### src/core/mixer_regs_pkg.sv
// constants and types shared by the mixer control and power register bank
package mixer_regs_pkg;

	// ==================================================================
	// register offsets (byte index on the serial link)
	localparam logic [6:0] OFS_INPUT_GAIN_FIRST = 7'h0C;
	localparam logic [6:0] OFS_MIC_INPUT_GAIN = 7'h0E;
	localparam logic [6:0] OFS_INPUT_GAIN_LAST = 7'h18;
	localparam logic [6:0] OFS_RECORD_SOURCE_SELECT = 7'h1A;
	localparam logic [6:0] OFS_RECORD_GAIN_STEREO = 7'h1C;
	localparam logic [6:0] OFS_RECORD_GAIN_MIC_CHANNEL = 7'h1E;
	localparam logic [6:0] OFS_GENERAL_PURPOSE_CONTROL = 7'h20;
	localparam logic [6:0] OFS_SPATIAL_ENHANCE_CONTROL = 7'h22;
	localparam logic [6:0] OFS_MODEM_SAMPLE_RATE = 7'h24;
	localparam logic [6:0] OFS_POWERDOWN_CTRL_STATUS = 7'h26;
	localparam logic [6:0] OFS_RESERVED_RANGE = 7'h28;
	localparam logic [6:0] OFS_VENDOR_RESERVED_RANGE = 7'h5A;
	localparam logic [6:0] OFS_VENDOR_IDENT_FIRST = 7'h7C;
	localparam logic [6:0] OFS_VENDOR_IDENT_SECOND = 7'h7E;

	// ==================================================================
	// input gain bank: phone and mic are mono, the rest stereo
	localparam int NUM_INPUT_GAIN = 7;
	localparam int IDX_PHONE_GAIN = 0;
	localparam int IDX_MIC_GAIN = 1;

	// ==================================================================
	// reset values
	localparam logic [15:0] RST_MONO_GAIN = 16'h8008;
	localparam logic [15:0] RST_STEREO_GAIN = 16'h8808;
	localparam logic [15:0] RST_RECORD_SELECT = 16'h0000;
	localparam logic [15:0] RST_RECORD_GAIN = 16'h8000;
	localparam logic [15:0] RST_GENERAL = 16'h0000;
	localparam logic [15:0] RST_SPATIAL = 16'h0000;
	localparam logic [15:0] RST_MODEM_RATE = 16'h0000;
	localparam logic [7:0] RST_POWER_CTRL = 8'h00;

	// ==================================================================
	// implemented bits; the rest are stored as zero
	localparam logic [15:0] MASK_MONO_GAIN = 16'h801F;
	localparam logic [15:0] MASK_MIC_GAIN = 16'h805F;
	localparam logic [15:0] MASK_STEREO_GAIN = 16'h9F1F;
	localparam logic [15:0] MASK_RECORD_SELECT = 16'h0707;
	localparam logic [15:0] MASK_RECORD_GAIN = 16'h8F0F;
	localparam logic [15:0] MASK_RECORD_GAIN_MIC = 16'h800F;
	localparam logic [15:0] MASK_GENERAL = 16'hFF80;
	localparam logic [15:0] MASK_SPATIAL = 16'h0F0F;

	// highest legal modem rate, 48000 Hz
	localparam logic [15:0] MODEM_RATE_MAX = 16'hBB80;

	// ==================================================================
	// field positions
	localparam int BIT_MUTE = 15;
	localparam int BIT_MIC_BOOST = 6;
	localparam int BIT_PCM_PATH_AFTER_ENHANCE = 15;
	localparam int BIT_MONO_TO_WIDE_ON = 14;
	localparam int BIT_ENHANCE_3D_ON = 13;
	localparam int BIT_LOUDNESS_ON = 12;
	localparam int BIT_MODEM_LOCAL_LOOP = 11;
	localparam int BIT_MODEM_REMOTE_LOOP = 10;
	localparam int BIT_MONO_OUT_SOURCE = 9;
	localparam int BIT_MIC_SOURCE_SELECT = 8;
	localparam int BIT_CONVERTER_LOOPBACK = 7;
	localparam int PD_RECORD_PATH_OFF = 0;
	localparam int PD_LINK_OFF = 4;
	localparam int PD_MODEM_CONVERTERS_OFF = 7;

	// ==================================================================
	// identification; values are arbitrary
	localparam logic [7:0] VENDOR_CHAR_FIRST = 8'h51;
	localparam logic [7:0] VENDOR_CHAR_SECOND = 8'h52;
	localparam logic [7:0] VENDOR_CHAR_THIRD = 8'h53;
	localparam logic [7:0] VENDOR_ITERATION = 8'h01;

	// ==================================================================
	// types
	typedef logic [15:0] reg_word_t;

	typedef struct packed {
		logic valid;
		logic read;
		logic [6:0] addr;
		reg_word_t data;
	} reg_cmd_s;

	typedef struct packed {
		logic modem_ready;
		logic bias_level_ready;
		logic mixer_ready;
		logic playback_dac_ready;
		logic record_adc_ready;
	} ready_s;

	typedef struct packed {
		reg_word_t [NUM_INPUT_GAIN-1:0] input_gain;
		reg_word_t record_select;
		reg_word_t record_gain;
		reg_word_t record_gain_mic;
		reg_word_t general;
		reg_word_t spatial;
		reg_word_t modem_rate;
	} mixer_settings_s;

endpackage

### src/core/mixer_control_power_regs.sv
// mixer control, powerdown and identification register bank
`timescale 1ns/1ps

module mixer_control_power_regs
	import mixer_regs_pkg::*;
(
	// clock and cold reset
	input wire logic I_SYS_CLK,
	input wire logic I_RST_B,
	// serial link pins
	input wire logic I_BIT_CLK,
	input wire logic I_SYNC,
	// register commands from the slot decoder
	input wire reg_cmd_s I_CMD,
	// readiness from the analog sections
	input wire ready_s I_READY,
	// register read answer and link status
	output logic O_RD_VALID,
	output reg_word_t O_RD_DATA,
	output logic O_CODEC_READY,
	output logic O_LINK_RUN,
	// settings to the mixer and converters
	output mixer_settings_s O_MIXER,
	output logic [7:0] O_POWER_OFF
);

	// ==================================================================
	// link state
	typedef enum logic [2:0] {
		ST_WAKING = 3'b001,
		ST_UP = 3'b010,
		ST_SLEEP = 3'b100
	} link_state_e;

	// ==================================================================
	// helpers
	function automatic logic hit(input logic [6:0] addr,
		input logic [6:0] ofs);
		hit = (addr == ofs);
	endfunction

	function automatic reg_word_t gain_mask(input int idx);
		if (idx == IDX_MIC_GAIN)
			gain_mask = MASK_MIC_GAIN;
		else if (idx == IDX_PHONE_GAIN)
			gain_mask = MASK_MONO_GAIN;
		else
			gain_mask = MASK_STEREO_GAIN;
	endfunction

	function automatic reg_word_t gain_reset(input int idx);
		if (idx == IDX_MIC_GAIN || idx == IDX_PHONE_GAIN)
			gain_reset = RST_MONO_GAIN;
		else
			gain_reset = RST_STEREO_GAIN;
	endfunction

	// ==================================================================
	// pin synchronisers
	logic bit_clk_meta_q;
	logic bit_clk_sync_q;
	logic bit_clk_last_q;
	logic sync_meta_q;
	logic sync_sync_q;
	logic sync_last_q;
	ready_s ready_meta_q;
	ready_s ready_sync_q;

	always_ff @(posedge I_SYS_CLK or negedge I_RST_B)
	begin
		if (!I_RST_B)
		begin
			bit_clk_meta_q <= 1'b0;
			bit_clk_sync_q <= 1'b0;
			bit_clk_last_q <= 1'b0;
			sync_meta_q <= 1'b0;
			sync_sync_q <= 1'b0;
			sync_last_q <= 1'b0;
			ready_meta_q <= '0;
			ready_sync_q <= '0;
		end
		else
		begin
			bit_clk_meta_q <= I_BIT_CLK;
			bit_clk_sync_q <= bit_clk_meta_q;
			bit_clk_last_q <= bit_clk_sync_q;
			sync_meta_q <= I_SYNC;
			sync_sync_q <= sync_meta_q;
			sync_last_q <= sync_sync_q;
			ready_meta_q <= I_READY;
			ready_sync_q <= ready_meta_q;
		end
	end

	wire logic bit_clk_rise = bit_clk_sync_q & ~bit_clk_last_q;
	wire logic sync_rise = sync_sync_q & ~sync_last_q;

	// ==================================================================
	// command decode
	link_state_e state_q;
	link_state_e state_d;
	wire mixer_settings_s mixer_q;
	// one variable per register so that each has a single writer
	reg_word_t gain_q [NUM_INPUT_GAIN];
	wire reg_word_t [NUM_INPUT_GAIN-1:0] gain_w;
	reg_word_t record_select_q;
	reg_word_t record_gain_q;
	reg_word_t record_gain_mic_q;
	reg_word_t general_q;
	reg_word_t spatial_q;
	reg_word_t modem_rate_q;
	logic [7:0] power_q;

	wire logic cmd_take = I_CMD.valid & (state_q == ST_UP);
	wire logic wr_take = cmd_take & ~I_CMD.read;
	wire logic rd_take = cmd_take & I_CMD.read;
	wire reg_word_t wdata = I_CMD.data;
	wire logic [6:0] gain_off = I_CMD.addr - OFS_INPUT_GAIN_FIRST;
	wire logic gain_range = (I_CMD.addr >= OFS_INPUT_GAIN_FIRST) &
		(I_CMD.addr <= OFS_INPUT_GAIN_LAST) & ~gain_off[0];
	wire logic [2:0] gain_idx = gain_off[3:1];
	wire logic wr_power = wr_take & hit(I_CMD.addr, OFS_POWERDOWN_CTRL_STATUS);
	wire logic link_off_wr = wr_power & wdata[8 + PD_LINK_OFF];
	wire logic warm_wake = (state_q == ST_SLEEP) & sync_rise;

	// rates above the maximum are clamped on write
	wire reg_word_t rate_clamped = (wdata > MODEM_RATE_MAX) ?
		MODEM_RATE_MAX : wdata;

	// ==================================================================
	// input gain bank
	genvar g;
	generate
		for (g = 0; g < NUM_INPUT_GAIN; g++)
		begin : gen_gain
			wire logic wr_gain = wr_take & gain_range &
				(gain_idx == 3'(g));
			always_ff @(posedge I_SYS_CLK or negedge I_RST_B)
			begin
				if (!I_RST_B)
					gain_q[g] <= gain_reset(g);
				else if (wr_gain)
					gain_q[g] <= wdata & gain_mask(g);
			end
			assign gain_w[g] = gain_q[g];
		end
	endgenerate

	assign mixer_q = {gain_w, record_select_q, record_gain_q,
		record_gain_mic_q, general_q, spatial_q, modem_rate_q};

	// ==================================================================
	// record, general, 3D and modem registers
	always_ff @(posedge I_SYS_CLK or negedge I_RST_B)
	begin
		if (!I_RST_B)
		begin
			record_select_q <= RST_RECORD_SELECT;
			record_gain_q <= RST_RECORD_GAIN;
			record_gain_mic_q <= RST_RECORD_GAIN;
			general_q <= RST_GENERAL;
			spatial_q <= RST_SPATIAL;
			modem_rate_q <= RST_MODEM_RATE;
		end
		else if (wr_take)
		begin
			if (hit(I_CMD.addr, OFS_RECORD_SOURCE_SELECT))
				record_select_q <= wdata & MASK_RECORD_SELECT;
			if (hit(I_CMD.addr, OFS_RECORD_GAIN_STEREO))
				record_gain_q <= wdata & MASK_RECORD_GAIN;
			if (hit(I_CMD.addr, OFS_RECORD_GAIN_MIC_CHANNEL))
				record_gain_mic_q <= wdata & MASK_RECORD_GAIN_MIC;
			if (hit(I_CMD.addr, OFS_GENERAL_PURPOSE_CONTROL))
				general_q <= wdata & MASK_GENERAL;
			if (hit(I_CMD.addr, OFS_SPATIAL_ENHANCE_CONTROL))
				spatial_q <= wdata & MASK_SPATIAL;
			if (hit(I_CMD.addr, OFS_MODEM_SAMPLE_RATE))
				modem_rate_q <= rate_clamped;
		end
	end

	// ==================================================================
	// powerdown control: high byte only; low byte is live status
	always_ff @(posedge I_SYS_CLK or negedge I_RST_B)
	begin
		if (!I_RST_B)
			power_q <= RST_POWER_CTRL;
		else if (warm_wake)
			power_q[PD_LINK_OFF] <= 1'b0;
		else if (wr_power)
			power_q <= wdata[15:8];
	end

	// ==================================================================
	// link state: wake waits for a bit clock edge before ready
	always_comb
	begin
		state_d = state_q;
		case (state_q)
			ST_WAKING:
				if (bit_clk_rise)
					state_d = ST_UP;
			ST_UP:
				if (link_off_wr)
					state_d = ST_SLEEP;
			ST_SLEEP:
				if (warm_wake)
					state_d = ST_WAKING;
			default:
				state_d = ST_WAKING;
		endcase
	end

	always_ff @(posedge I_SYS_CLK or negedge I_RST_B)
	begin
		if (!I_RST_B)
			state_q <= ST_WAKING;
		else
			state_q <= state_d;
	end

	// ==================================================================
	// read selection
	wire reg_word_t power_word = {power_q, 3'b000, ready_sync_q};
	wire reg_word_t ident_first = {VENDOR_CHAR_FIRST, VENDOR_CHAR_SECOND};
	wire reg_word_t ident_second = {VENDOR_CHAR_THIRD, VENDOR_ITERATION};
	wire reg_word_t gain_word = (gain_idx < 3'(NUM_INPUT_GAIN)) ?
		mixer_q.input_gain[gain_idx] : '0;

	// unimplemented and reserved locations read zero
	wire reg_word_t rd_word =
		gain_range ? gain_word :
		hit(I_CMD.addr, OFS_RECORD_SOURCE_SELECT) ? mixer_q.record_select :
		hit(I_CMD.addr, OFS_RECORD_GAIN_STEREO) ? mixer_q.record_gain :
		hit(I_CMD.addr, OFS_RECORD_GAIN_MIC_CHANNEL) ?
			mixer_q.record_gain_mic :
		hit(I_CMD.addr, OFS_GENERAL_PURPOSE_CONTROL) ? mixer_q.general :
		hit(I_CMD.addr, OFS_SPATIAL_ENHANCE_CONTROL) ? mixer_q.spatial :
		hit(I_CMD.addr, OFS_MODEM_SAMPLE_RATE) ? mixer_q.modem_rate :
		hit(I_CMD.addr, OFS_POWERDOWN_CTRL_STATUS) ? power_word :
		hit(I_CMD.addr, OFS_VENDOR_IDENT_FIRST) ? ident_first :
		hit(I_CMD.addr, OFS_VENDOR_IDENT_SECOND) ? ident_second :
		'0;

	// ==================================================================
	// registered outputs
	logic rd_valid_q;
	reg_word_t rd_data_q;
	logic codec_ready_q;
	logic link_run_q;

	always_ff @(posedge I_SYS_CLK or negedge I_RST_B)
	begin
		if (!I_RST_B)
		begin
			rd_valid_q <= 1'b0;
			rd_data_q <= '0;
			codec_ready_q <= 1'b0;
			link_run_q <= 1'b0;
		end
		else
		begin
			rd_valid_q <= rd_take;
			if (rd_take)
				rd_data_q <= rd_word;
			codec_ready_q <= (state_d == ST_UP);
			link_run_q <= (state_d != ST_SLEEP);
		end
	end

	// settings are held in flops that keep their value while idle
	assign O_RD_VALID = rd_valid_q;
	assign O_RD_DATA = rd_data_q;
	assign O_CODEC_READY = codec_ready_q;
	assign O_LINK_RUN = link_run_q;
	assign O_MIXER = mixer_q;
	assign O_POWER_OFF = power_q;

endmodule

### config.mk
export PLATFORM = sky130hd
export DESIGN_NAME = mixer_control_power_regs
export DESIGN_NICKNAME = d
export VERILOG_FILES = /design/src/core/mixer_regs_pkg.sv /design/src/core/mixer_control_power_regs.sv
export SDC_FILE = /design/constraint.sdc
export NUM_CORES = 1
export LEC_CHECK = 0
export BUFFER_PORTS_ARGS = -buffer_cell sky130_fd_sc_hd__buf_2
export CORE_MARGIN = 1.5
export CORE_UTILIZATION = 51
export DETAILED_ROUTE_END_ITERATION = 8
export PLACE_DENSITY = 0.89
export SYNTH_ARGS = -nofsm -noshare
export SYNTH_HDL_FRONTEND = slang
export SYNTH_SLANG_ARGS = --single-unit
### constraint.sdc
create_clock -name I_SYS_CLK -period 2.3 [get_ports I_SYS_CLK]
set_input_delay 0.345 -clock I_SYS_CLK [delete_from_list [all_inputs] [get_ports I_SYS_CLK]]
set_output_delay 0.345 -clock I_SYS_CLK [all_outputs]
set_load 0.02 [all_outputs]
# Yosys cells after proc, flatten, opt, wreduce, memory -nomap -nowiden
# Index checks and enable logic that the tools add are counted.
[classes] addsub=1 n_lt_le_gt_ge=5 eq_ne=20 n_mux=20 bitwise_logic=23 n_reduce_logical=9
[op_table] cell="2-to-1 mux 16 bit" count=11
[op_table] cell="binary-select mux 16 bit (select 3 bit)" count=1
[op_table] cell="2-to-1 mux 15 bit" count=2
[op_table] cell="equality test 7 x 6 -> 1 bit, second input constant" count=4
[op_table] cell="equality test 7 x 5 -> 1 bit, second input constant" count=3
[op_table] cell="AND 1 bit" count=18
[op_table] cell="> comparator 16 bit, second input constant" count=1
[op_table] cell="equality test 7 bit, second input constant" count=2
[op_table] cell="AND reduction 2 bit" count=7
[op_table] cell="equality test 3 x 2 -> 1 bit, second input constant" count=4
[op_table] cell="equality test 3 bit, second input constant" count=4
[op_table] cell="2-to-1 mux 3 bit" count=3
[op_table] cell="case mux 3 bit (3 select lines)" count=1
[op_table] cell="greater-or-equal comparator 7 x 4 -> 1 bit, second input constant" count=1
[op_table] cell="<= comparator 7 x 5 -> 1 bit, second input constant" count=1
[op_table] cell="equality test 3 x 1 -> 1 bit, second input constant" count=2
[op_table] cell="2-to-1 mux 5 bit" count=1
[op_table] cell="NOT 1 bit" count=5
[op_table] cell="less-than comparator 3 x 4 -> 1 bit, second input constant" count=1
[op_table] cell="subtractor 4 bit, second input constant" count=1
[op_table] cell="zero test 3 bit" count=1
[op_table] cell="less-than comparator 3 bit, second input constant" count=1
[op_table] cell="inequality test 3 bit, second input constant" count=1
[op_table] cell="nonzero test 2 bit" count=1
[op_table] cell="2-to-1 mux 1 bit" count=1
[word_totals] regBits=167 in_bits=34 out_inout_bits=235

# Depth between registers and ports, before layout
# Gate-level depths: netlist of the first run.
[logic_depth] depth_word=11 mapped_depth=10

# Least setup slack after synthesis of the first run
# OpenSTA, ideal clock, no wires.
[synth_path] path_type="input to register" startpoint="in I_CMD[18] (netlist bit)" endpoint="reg gain_q, in the netlist O_MIXER[192]" setup_ps=125 t_arrival_ps=2096 required_time_ps=2175 path_slack_ps=79 path_stages=9 cell_sequence="inv_1 -> ha_1 -> nor3b_2 -> o2111ai_1 -> inv_2 -> nand3_2 -> or3_1 -> buf_4 -> mux2_4"
[synth_between] elab_chain_len=5 word_cells_on_any_way=8 classes_between="1 x add/sub; 2 x order compare; 1 x eq/ne; 4 x bitwise"
[synth_lines] element="start, declared" line_no="mixer_control_power_regs.sv:14" source="input wire reg_cmd_s I_CMD,"
[synth_lines] element="greater-or-equal comparator 7 x 4 -> 1 bit or <= comparator 7 x 5 -> 1 bit (tied branches)" line_no="mixer_control_power_regs.sv:119, mixer_control_power_regs.sv:120"
[synth_lines] element="AND 1 bit" line_no="mixer_control_power_regs.sv:119" source="wire logic gain_range = (I_CMD.addr >= OFS_INPUT_GAIN_FIRST) &"
[synth_lines] element="AND 1 bit" line_no="mixer_control_power_regs.sv:120" source="(I_CMD.addr <= OFS_INPUT_GAIN_LAST) & ~gain_off[0];"
[synth_lines] element="AND 1 bit" line_no="mixer_control_power_regs.sv:136" source="wire logic wr_gain = wr_take & gain_range &"
[synth_lines] element="AND 1 bit (*)" line_no="mixer_control_power_regs.sv:136"
[synth_lines] element="end signal, assigned by index" line_no="mixer_control_power_regs.sv:141" source="gain_q[g] <= gain_reset(g);"
[synth_lines] element="end signal, assigned by index" line_no="mixer_control_power_regs.sv:143" source="gain_q[g] <= wdata & gain_mask(g);"
[synth_lines] element="end, declared" line_no="mixer_control_power_regs.sv:104" source="reg_word_t gain_q [NUM_INPUT_GAIN];"
# Every way passes the cells marked *; elsewhere a longest branch is shown, timed or not.
# A chain may end at the register's enable or synchronous reset.

# Final worst setup path of the first run
[layout_path] startpoint="reg state_q[0]" endpoint="reg gain_q, in the netlist O_MIXER[185]"
[layout_between] elab_chain_len=5
[layout_lines] element="start, declared" line_no="mixer_control_power_regs.sv:100" source="link_state_e state_q;"
[layout_lines] element="start signal, assigned" line_no="mixer_control_power_regs.sv:219" source="state_q <= state_d;"
[layout_lines] element="equality test 3 x 2 -> 1 bit" line_no="mixer_control_power_regs.sv:114" source="wire logic cmd_take = I_CMD.valid & (state_q == ST_UP);"
[layout_lines] element="AND 1 bit" line_no="mixer_control_power_regs.sv:114"
[layout_lines] element="AND 1 bit" line_no="mixer_control_power_regs.sv:115" source="wire logic wr_take = cmd_take & ~I_CMD.read;"
[layout_lines] element="AND 1 bit (2 in series)" line_no="mixer_control_power_regs.sv:136"
# Every way passes these cells.

==> qor.yml, run 1 <==
run_status:
  status: "complete, no violations"
logic_synthesis:
  synth_flop_cell: "dfrtp_1"
  avgSynthCellArea_um2: 11.4
  synthesis.instances: 730
  synth_async_sr_flop_share_pct: 100
  synth_edf_count: 0
  ys_seq_area_share_pct: 50.4
  synth_warnings: 0
  ys_seq_elements: 167
  synth.distinct_cells: 57
  synth_area_mm2: 0.00834
worst_hold_path:
  hp-class: "in -> reg"
cells_and_area:
  fin_cells: 1170
  stdcell_area_mm2: 0.0100
  drive_above_1_share_pct: 44.4
  final_nets: 976
  post-route-util_pct: 62.9
  area_delta_synth_final_pct: 20.1
timing:
  period_needed_ns: 2.16
  clock.fmax_ghz: 0.464
  setup_viol: 0
  timing.final.ws_setup_ns: 0.143
  slew_viol_final: 0
  rsz0062_at_grt: "no"
  finalCritPeriodShare_pct: 93.8
  relSlewSlack_pct: 61.1
  hold_viol_final: 0
  clock_skew_ns: 0.00613
  tightest_slew_ns: 0.582
setup_path:
  startpoint_type: "register"
  critical_path_arrival_ns: 2.47
  worstPathRequired_ns: 2.61
  worst-setup-path-type: "reg -> reg"
  cp_max_fo: 11
  cp-end-kind: "register"
detailed_routing:
  drtIter0Drc: 383
  drt_first_pass_iters: 5
  drtAntennaViolNets: 0
  vias: 6529
  routedWlPerCell_um: 20.5
  routed_via_density: 5.58
  routed_wirelength_um: 24000
  remaining_drc_errors: 0
clocking:
  clock_sinks: 167
  numCtsBuffers: 17
  clk_transition_reported_paths_ns: 0.06
  clockRootBuffer: "clkbuf_16"
  clock_path_buffers: 2
  htree_levels: 4
  cts_hold_buf: 1
  clock_latency_ns: 0.43
  postCtsResizedCells: 0
  postCtsSetupBuffers: 0
  tritoncts: "built"
grt:
  grt_pass1_vias: 6358
  grt.total_usage_pct: 28.9
  grt_pass1_wl_um: 36400
  antenna_found_initial: 3
  grt.overflow.total: 0
  grt_start_max_net_pins: 63
floorplan:
  initial_utilization_pct: 52.3
  rows: 46
  core-area_mm2: 0.0159
  io_pins: 269
  die_area_mm2: 0.0171
  die_w_um: 131
  chipHeight_um: 131
placement:
  placed_area_mm2: 0.00942
  gp_congestion: 0.910
  place_ws_ns: -0.0104
  dp.final_hpwl_um: 17800
  io_buffers: 181
  dp.cells: 1134
job:
  cap_violations: 0
power_and_ir_drop:
  power.total_mw: 6.83
  power_leakage_nw: 5.36
  worst_ir_drop_vdd_v: 0.000459
  power_density_mw_per_mm2: 681
path summary, 6_finish.rpt:
kind                                  from            end  slack (ns)  cells past startpoint
max in group asynchronous          I_RST_B     state_q[0]        1.10                      3
min in group asynchronous          I_RST_B   O_MIXER[113]        0.43                      2
hold / removal                      I_SYNC    sync_meta_q        0.02                      1
hold reg to reg            ready_meta_q[1]  power_word[1]        0.35                      0
setup reg to reg                state_q[0]   O_MIXER[185]        0.14                      7
setup / recovery                state_q[0]   O_MIXER[185]        0.14                      7
critical path, stage by stage (launching register included):
cell	delay, ns
dfstp_2	0.39
and4bb_2	0.35
nor2b_1	0.28
nand3_2	0.13
buf_4	0.15
nor3_1	0.14
buf_4	0.24
mux2_2	0.36
stage by stage:
stage / TNS [ns] / hold WS, ns
after floorplan: 0 / 0.0494
after global placement: 0 / 0.323
after detailed placement: -0.0104 / 0.328
after CTS: 0 / 0.00843
after global routing: 0 / 0.00754
final: 0 / 0.0169
cell usage in the layout (no fill, tap or decap), types with 4 or more instances in the layout:
master       n
a22oi_1      8
buf_4       54
and2_1       4
mux4_2       6
ha_1         4
nand3_1     19
nor2_1      21
a21oi_1     28
dfrtp_1    145
o211ai_1     9
conb_1      87
clkbuf_16   17
o21ai_0     36
nor3_1       7
inv_1        9
dfstp_2     22
a31oi_1      5
mux2_4      10
buf_2      180
a2bb2oi_1    4
clkbuf_1     4
a221oi_1     7
mux2i_1     15
mux2_2     107
nand2_1     77
cell families (layout without fill, tap and decap cells):
| kind of cell | Yosys count | count (layout) | synth area share, % |
|---|---|---|---|
| AND/OR/NAND/NOR | 154 | 154 | 8.71 |
| flip-flops | 167 | 167 | 50.4 |
| buffers and inverters | 146 | 281 | 11.2 |
| multiplexers | 139 | 139 | 19.8 |
| adder cells (fa/ha/maj) | 4 | 4 | 0.600 |
| AO/OA/AOI/OAI | 119 | 119 | 9.24 |
| other | 1 | 90 | 0.0450 |
registers in the layout, indices dropped and copies added (netlist names), 6 cells and up:
signal / count
O_MIXER: 68
O_RD_DATA: 16
modem_rate_q: 16
general_q: 9
record_gain_q: 9
O_POWER_OFF: 8
spatial_q: 8
record_select_q: 6
metal layers:
| metal | wire length [um] | vias to the layer above | global-route usage (%) |
|---|---|---|---|
| li1 | - | 2819 | - |
| met1 | 9590 | 3267 | 36.9 |
| met3 | 2030 | 68 | 7.41 |
| met4 | 742 | 2 | 12.1 |
| met2 | 11600 | 373 | 47.2 |
| met5 | 7 | - | 0 |
layout make-up:
type                    instances  area, um^2
inverters                      10        37.5
clock buffers                  24         482
well taps                     216         270
fillers                      1249        5920
clock inverters                 8        98.8
repair buffers                239        1390
flip-flops and latches        167        4210
diodes                          3        7.51
multi-input cells             503        3530
Yosys cell counts (all sizes together) (3+ instances only):
master | instances | area share [%]
mux2i | 15 | 1.8
a31oi | 5 | 0.37
a21oi | 28 | 1.7
a221oi | 7 | 0.73
nor2b | 3 | 0.23
and2 | 4 | 0.30
buf | 114 | 9.7
nand3b | 3 | 0.27
nor3 | 9 | 0.60
o21ai | 36 | 2.2
mux2 | 118 | 16
clkbuf | 22 | 0.99
dfstp | 22 | 6.9
inv | 10 | 0.45
dfrtp | 145 | 43
a2bb2oi | 4 | 0.42
nand2 | 77 | 3.5
a32oi | 3 | 0.32
a22oi | 8 | 0.72
ha | 4 | 0.60
o211ai | 9 | 0.81
nand3 | 20 | 1.3
mux4 | 6 | 1.6
nor2 | 22 | 1.0
where the power goes:
part / total (mW) / leakage [nW] / switching, mW / internal, mW
registers: 3.15 / 2.20 / 0.0770 / 3.07
clock network: 2.82 / 0.280 / 1.14 / 1.68
logic: 0.854 / 2.88 / 0.597 / 0.257
total: 6.83 / 5.36 / 1.82 / 5.01
Power figures use the tool's default switching activity.
==> run 2, diff against run 1 <==
CORE_ASPECT_RATIO = 0.9   (was default)
==> qor.yml, run 2 (synthesized netlist as in run 1, its figures left out) <==
power_and_ir_drop:
  power_leakage_nw: 5.38
  power.total_mw: 7.08
  power_density_mw_per_mm2: 703
  worst_ir_drop_vdd_v: 0.000543
setup_path:
  cp_max_fo: 9
  cp-end-kind: "register"
  startpoint_type: "register"
  critPathMaxStageDelay_ns: 0.44
  slowest_stage: "dfrtp_1"
  worstSetupPathDepth: 6
  critical_path_arrival_ns: 2.53
  crit_chain: "and4bb_2 -> nor2b_1 -> nand3_2 -> nor3_1 -> buf_4 -> mux2_2"
  reg2reg_slack_ns: 0.07
  worst-setup-path-type: "reg -> reg"
  worstPathRequired_ns: 2.61
  reg2reg_depth: 6
  crit_buf_inv: 1
  path_delay_family: "simple AND/OR/NAND/NOR gates"
timing:
  hold_viol_final: 0
  holdWs_ns: 0.0198
  slew_viol_final: 0
  relSlewSlack_pct: 57.8
  setup_viol: 0
  clock.fmax_ghz: 0.449
  fin_tns_setup_ns: 0
  clock_skew_ns: 0.0115
  finalCritPeriodShare_pct: 96.8
  rsz0062_at_grt: "no"
  tightest_slew_ns: 0.632
  period_needed_ns: 2.23
  timing.final.ws_setup_ns: 0.0739
clocking:
  cts_hold_buf: 1
  clock_sinks: 167
  numCtsBuffers: 17
  htree_levels: 4
  clockRootBuffer: "clkbuf_16"
  postCtsSetupBuffers: 0
  postCtsResizedCells: 0
  clock_latency_ns: 0.43
  clk_transition_reported_paths_ns: 0.07
  tritoncts: "built"
  clock_path_buffers: 2
cells_and_area:
  area_delta_synth_final_pct: 20.8
  layout_common_cells: "buf_2 (180), dfrtp_1 (145), mux2_2 (107), conb_1 (87), nand2_1 (77)"
  post-route-util_pct: 62.7
  largest_reg_flops: 68
  fin_cells: 1160
  stdcell_area_mm2: 0.0101
  layout_commonest_cell: "buf_2"
  final_nets: 975
  drive_above_1_share_pct: 44.5
placement:
  io_buffers: 181
  placed_area_mm2: 0.00942
  place_ws_ns: 0.0226
  dp.cells: 1124
  gp_congestion: 0.917
  dp.final_hpwl_um: 17700
worst_hold_path:
  whs_path_depth: 1
  hp-class: "in -> reg"
detailed_routing:
  vias: 6536
  routed_wirelength_um: 24100
  routedWlPerCell_um: 20.8
  drt_first_pass_iters: 5
  remaining_drc_errors: 0
  drtIter0Drc: 647
  routed_via_density: 5.63
  drtAntennaViolNets: 0
grt:
  grt.overflow.total: 0
  grt_pass1_wl_um: 37100
  grt_pass1_vias: 6338
  grt_start_max_net_pins: 64
  antenna_found_initial: 5
  grt.total_usage_pct: 29.0
floorplan:
  core-area_mm2: 0.0161
  die_area_mm2: 0.0171
  initial_utilization_pct: 51.9
  chipHeight_um: 124
  io_pins: 269
  die_w_um: 138
  rows: 44
job:
  cap_violations: 0
run_status:
  status: "complete, no violations"
-- run 2: worst paths after layout --
check                          startpoint         endpoint
min in group asynchronous         I_RST_B     O_MIXER[156]
setup / recovery               state_q[1]     O_MIXER[188]
setup reg to reg               state_q[1]     O_MIXER[188]
hold reg to reg            bit_clk_meta_q   bit_clk_sync_q
hold / removal                 I_READY[1]  ready_meta_q[1]
max in group asynchronous         I_RST_B     O_MIXER[147]
-- run 2: area by class of cell --
| type | instances | area (um^2) |
|---|---|---|
| clock buffers | 22 | 474 |
| repair buffers | 238 | 1390 |
| multi-input cells | 503 | 3530 |
| clock inverters | 10 | 168 |
| well taps | 207 | 259 |
| flip-flops and latches | 167 | 4210 |
| diodes | 3 | 7.51 |
| fillers | 1263 | 6000 |
| inverters | 10 | 37.5 |
-- run 2: where the power goes --
| part | internal (mW) | switching [mW] |
|---|---|---|
| Clock | 1.91 | 1.17 |
| Combinational | 0.253 | 0.589 |
| Sequential | 3.07 | 0.0842 |
| Total | 5.23 | 1.85 |
-- run 2: layer usage --
| metal | vias up | track usage [%] | wire length [um] |
|---|---|---|---|
| met5 | - | 0 | 23 |
| met4 | 4 | 10.2 | 678 |
| met3 | 69 | 6.63 | 1980 |
| met2 | 398 | 45.4 | 11500 |
| met1 | 3242 | 39.5 | 9910 |
| li1 | 2823 | - | - |
==> run 3, diff against run 2 <==
MAX_ROUTING_LAYER = met4   (was default)
==> qor.yml, run 3 (synthesized netlist as in run 1, its figures left out) <==
timing:
  slew_viol_final: 0
  fin_tns_setup_ns: 0
  finalCritPeriodShare_pct: 97.4
  timing.final.ws_setup_ns: 0.0594
  relSlewSlack_pct: 57.9
  clock_skew_ns: 0.0136
  rsz0062_at_grt: "no"
  clock.fmax_ghz: 0.446
  period_needed_ns: 2.24
  setup_viol: 0
  tightest_slew_ns: 0.631
  holdWs_ns: 0.0220
  hold_viol_final: 0
clocking:
  clk_transition_reported_paths_ns: 0.07
  clock_path_buffers: 2
  clock_latency_ns: 0.43
  clockRootBuffer: "clkbuf_16"
  postCtsResizedCells: 0
  postCtsSetupBuffers: 0
  tritoncts: "built"
  numCtsBuffers: 17
  clock_sinks: 167
  htree_levels: 4
power_and_ir_drop:
  worst_ir_drop_vdd_v: 0.000541
  power_leakage_nw: 5.38
  clkPwrFrac_pct: 43.6
  combPwrFrac_pct: 11.9
  power_density_mw_per_mm2: 703
  power.total_mw: 7.09
  seq_power_share_pct: 44.5
  switching_share_pct: 26.2
  p_sw_mw: 1.85
  p_int_mw: 5.23
grt:
  grt_pass1_wl_um: 37200
  grt_start_max_net_pins: 64
  grt_pass1_vias: 6335
  antenna_found_initial: 5
  grt.overflow.total: 0
  grt.total_usage_pct: 29.8
detailed_routing:
  routedWlPerCell_um: 20.7
  drtIter0Drc: 564
  drtAntennaViolNets: 0
  routed_via_density: 5.63
  vias: 6544
  drt_first_pass_iters: 5
  remaining_drc_errors: 0
  routed_wirelength_um: 24100
floorplan:
  die_w_um: 138
  die_area_mm2: 0.0171
  core-area_mm2: 0.0161
  rows: 44
  io_pins: 269
  initial_utilization_pct: 51.9
  chipHeight_um: 124
placement:
  dp.final_hpwl_um: 17700
  gp_congestion: 0.933
  dp.cells: 1124
  place_ws_ns: 0.0226
  io_buffers: 181
run_status:
  status: "complete, no violations"
setup_path:
  startpoint_type: "register"
  worst-setup-path-type: "reg -> reg"
  cp-end-kind: "register"
  critical_path_arrival_ns: 2.55
  cp_max_fo: 9
  worstPathRequired_ns: 2.61
cells_and_area:
  drive_above_1_share_pct: 44.5
  final_nets: 975
  final.fill_count: 1256
  layout_common_cells: "buf_2 (180), dfrtp_1 (145), mux2_2 (107), conb_1 (87), nand2_1 (77)"
  layout_commonest_cell: "buf_2"
  area_delta_synth_final_pct: 20.8
  largest_reg_flops: 68
  fin_cells: 1162
job:
  cap_violations: 0
worst_hold_path:
  hp-class: "in -> reg"
-- run 3: changes by cell type in the layout (fill, tap and decap cells not counted) --
cell,previous run,this run
diode_2,3,5
-- run 3: path summary, 6_finish.rpt --
kind,end,slack (ns),start,depth (start not counted)
hold reg to reg,bit_clk_sync_q,0.35,bit_clk_meta_q,0
setup reg to reg,O_MIXER[188],0.06,state_q[1],6
setup / recovery,O_MIXER[188],0.06,state_q[1],6
hold / removal,ready_meta_q[1],0.02,I_READY[1],1
min in group asynchronous,O_MIXER[156],0.49,I_RST_B,2
max in group asynchronous,O_MIXER[147],1.02,I_RST_B,3
-- run 3: cell type report --
type / count / area, um^2 / share of cell area [%]
diodes: 5 / 12.5 / 0.124
clock buffers: 22 / 474 / 4.70
clock inverters: 10 / 168 / 1.66
inverters: 10 / 37.5 / 0.372
multi-input cells: 503 / 3530 / 35.0
flip-flops and latches: 167 / 4210 / 41.7
well taps: 207 / 259 / 2.57
repair buffers: 238 / 1390 / 13.8
-- run 3: power by group through the flow --
stage                     Clock, mW  Sequential [mW]  Combinational, mW
final                          3.09             3.16              0.842
after global routing           3.26             3.17              0.903
after CTS                      3.12             3.15              0.839
after detailed placement          0             3.20              0.833
after global placement            0             3.20              0.821
after floorplan                   0             3.31              0.492
-- run 3: worst max-delay path: stages (launching register included) --
cell      delay (ns)
dfrtp_1         0.44
and4bb_2        0.32
nor2b_1         0.31
nand3_2         0.15
nor3_1          0.27
buf_4           0.27
mux2_2          0.36
-- run 3: stage by stage --
stage	utilization [%]	cell area (um^2)
2_1_floorplan	-	8660
3_3_place_gp	58.6	9420
3_5_place_dp	58.6	9420
4_1_cts	62.6	10100
5_1_grt	62.7	10100
6_report	62.7	10100
-- run 3: routing by layer --
layer,GRT usage [%],up-vias,share of wire (%)
met1,40.0,3236,41
met2,45.3,418,48
met3,6.19,60,9.3
met4,10.4,0,2.5
met5,-,-,0
li1,-,2830,-
-- run 3: timing repair --
action                                 in CTS  in global routing
hold buffers                                1                  0
setup endpoints to repair                   0                  0
endpoints found under the hold margin      50                  0
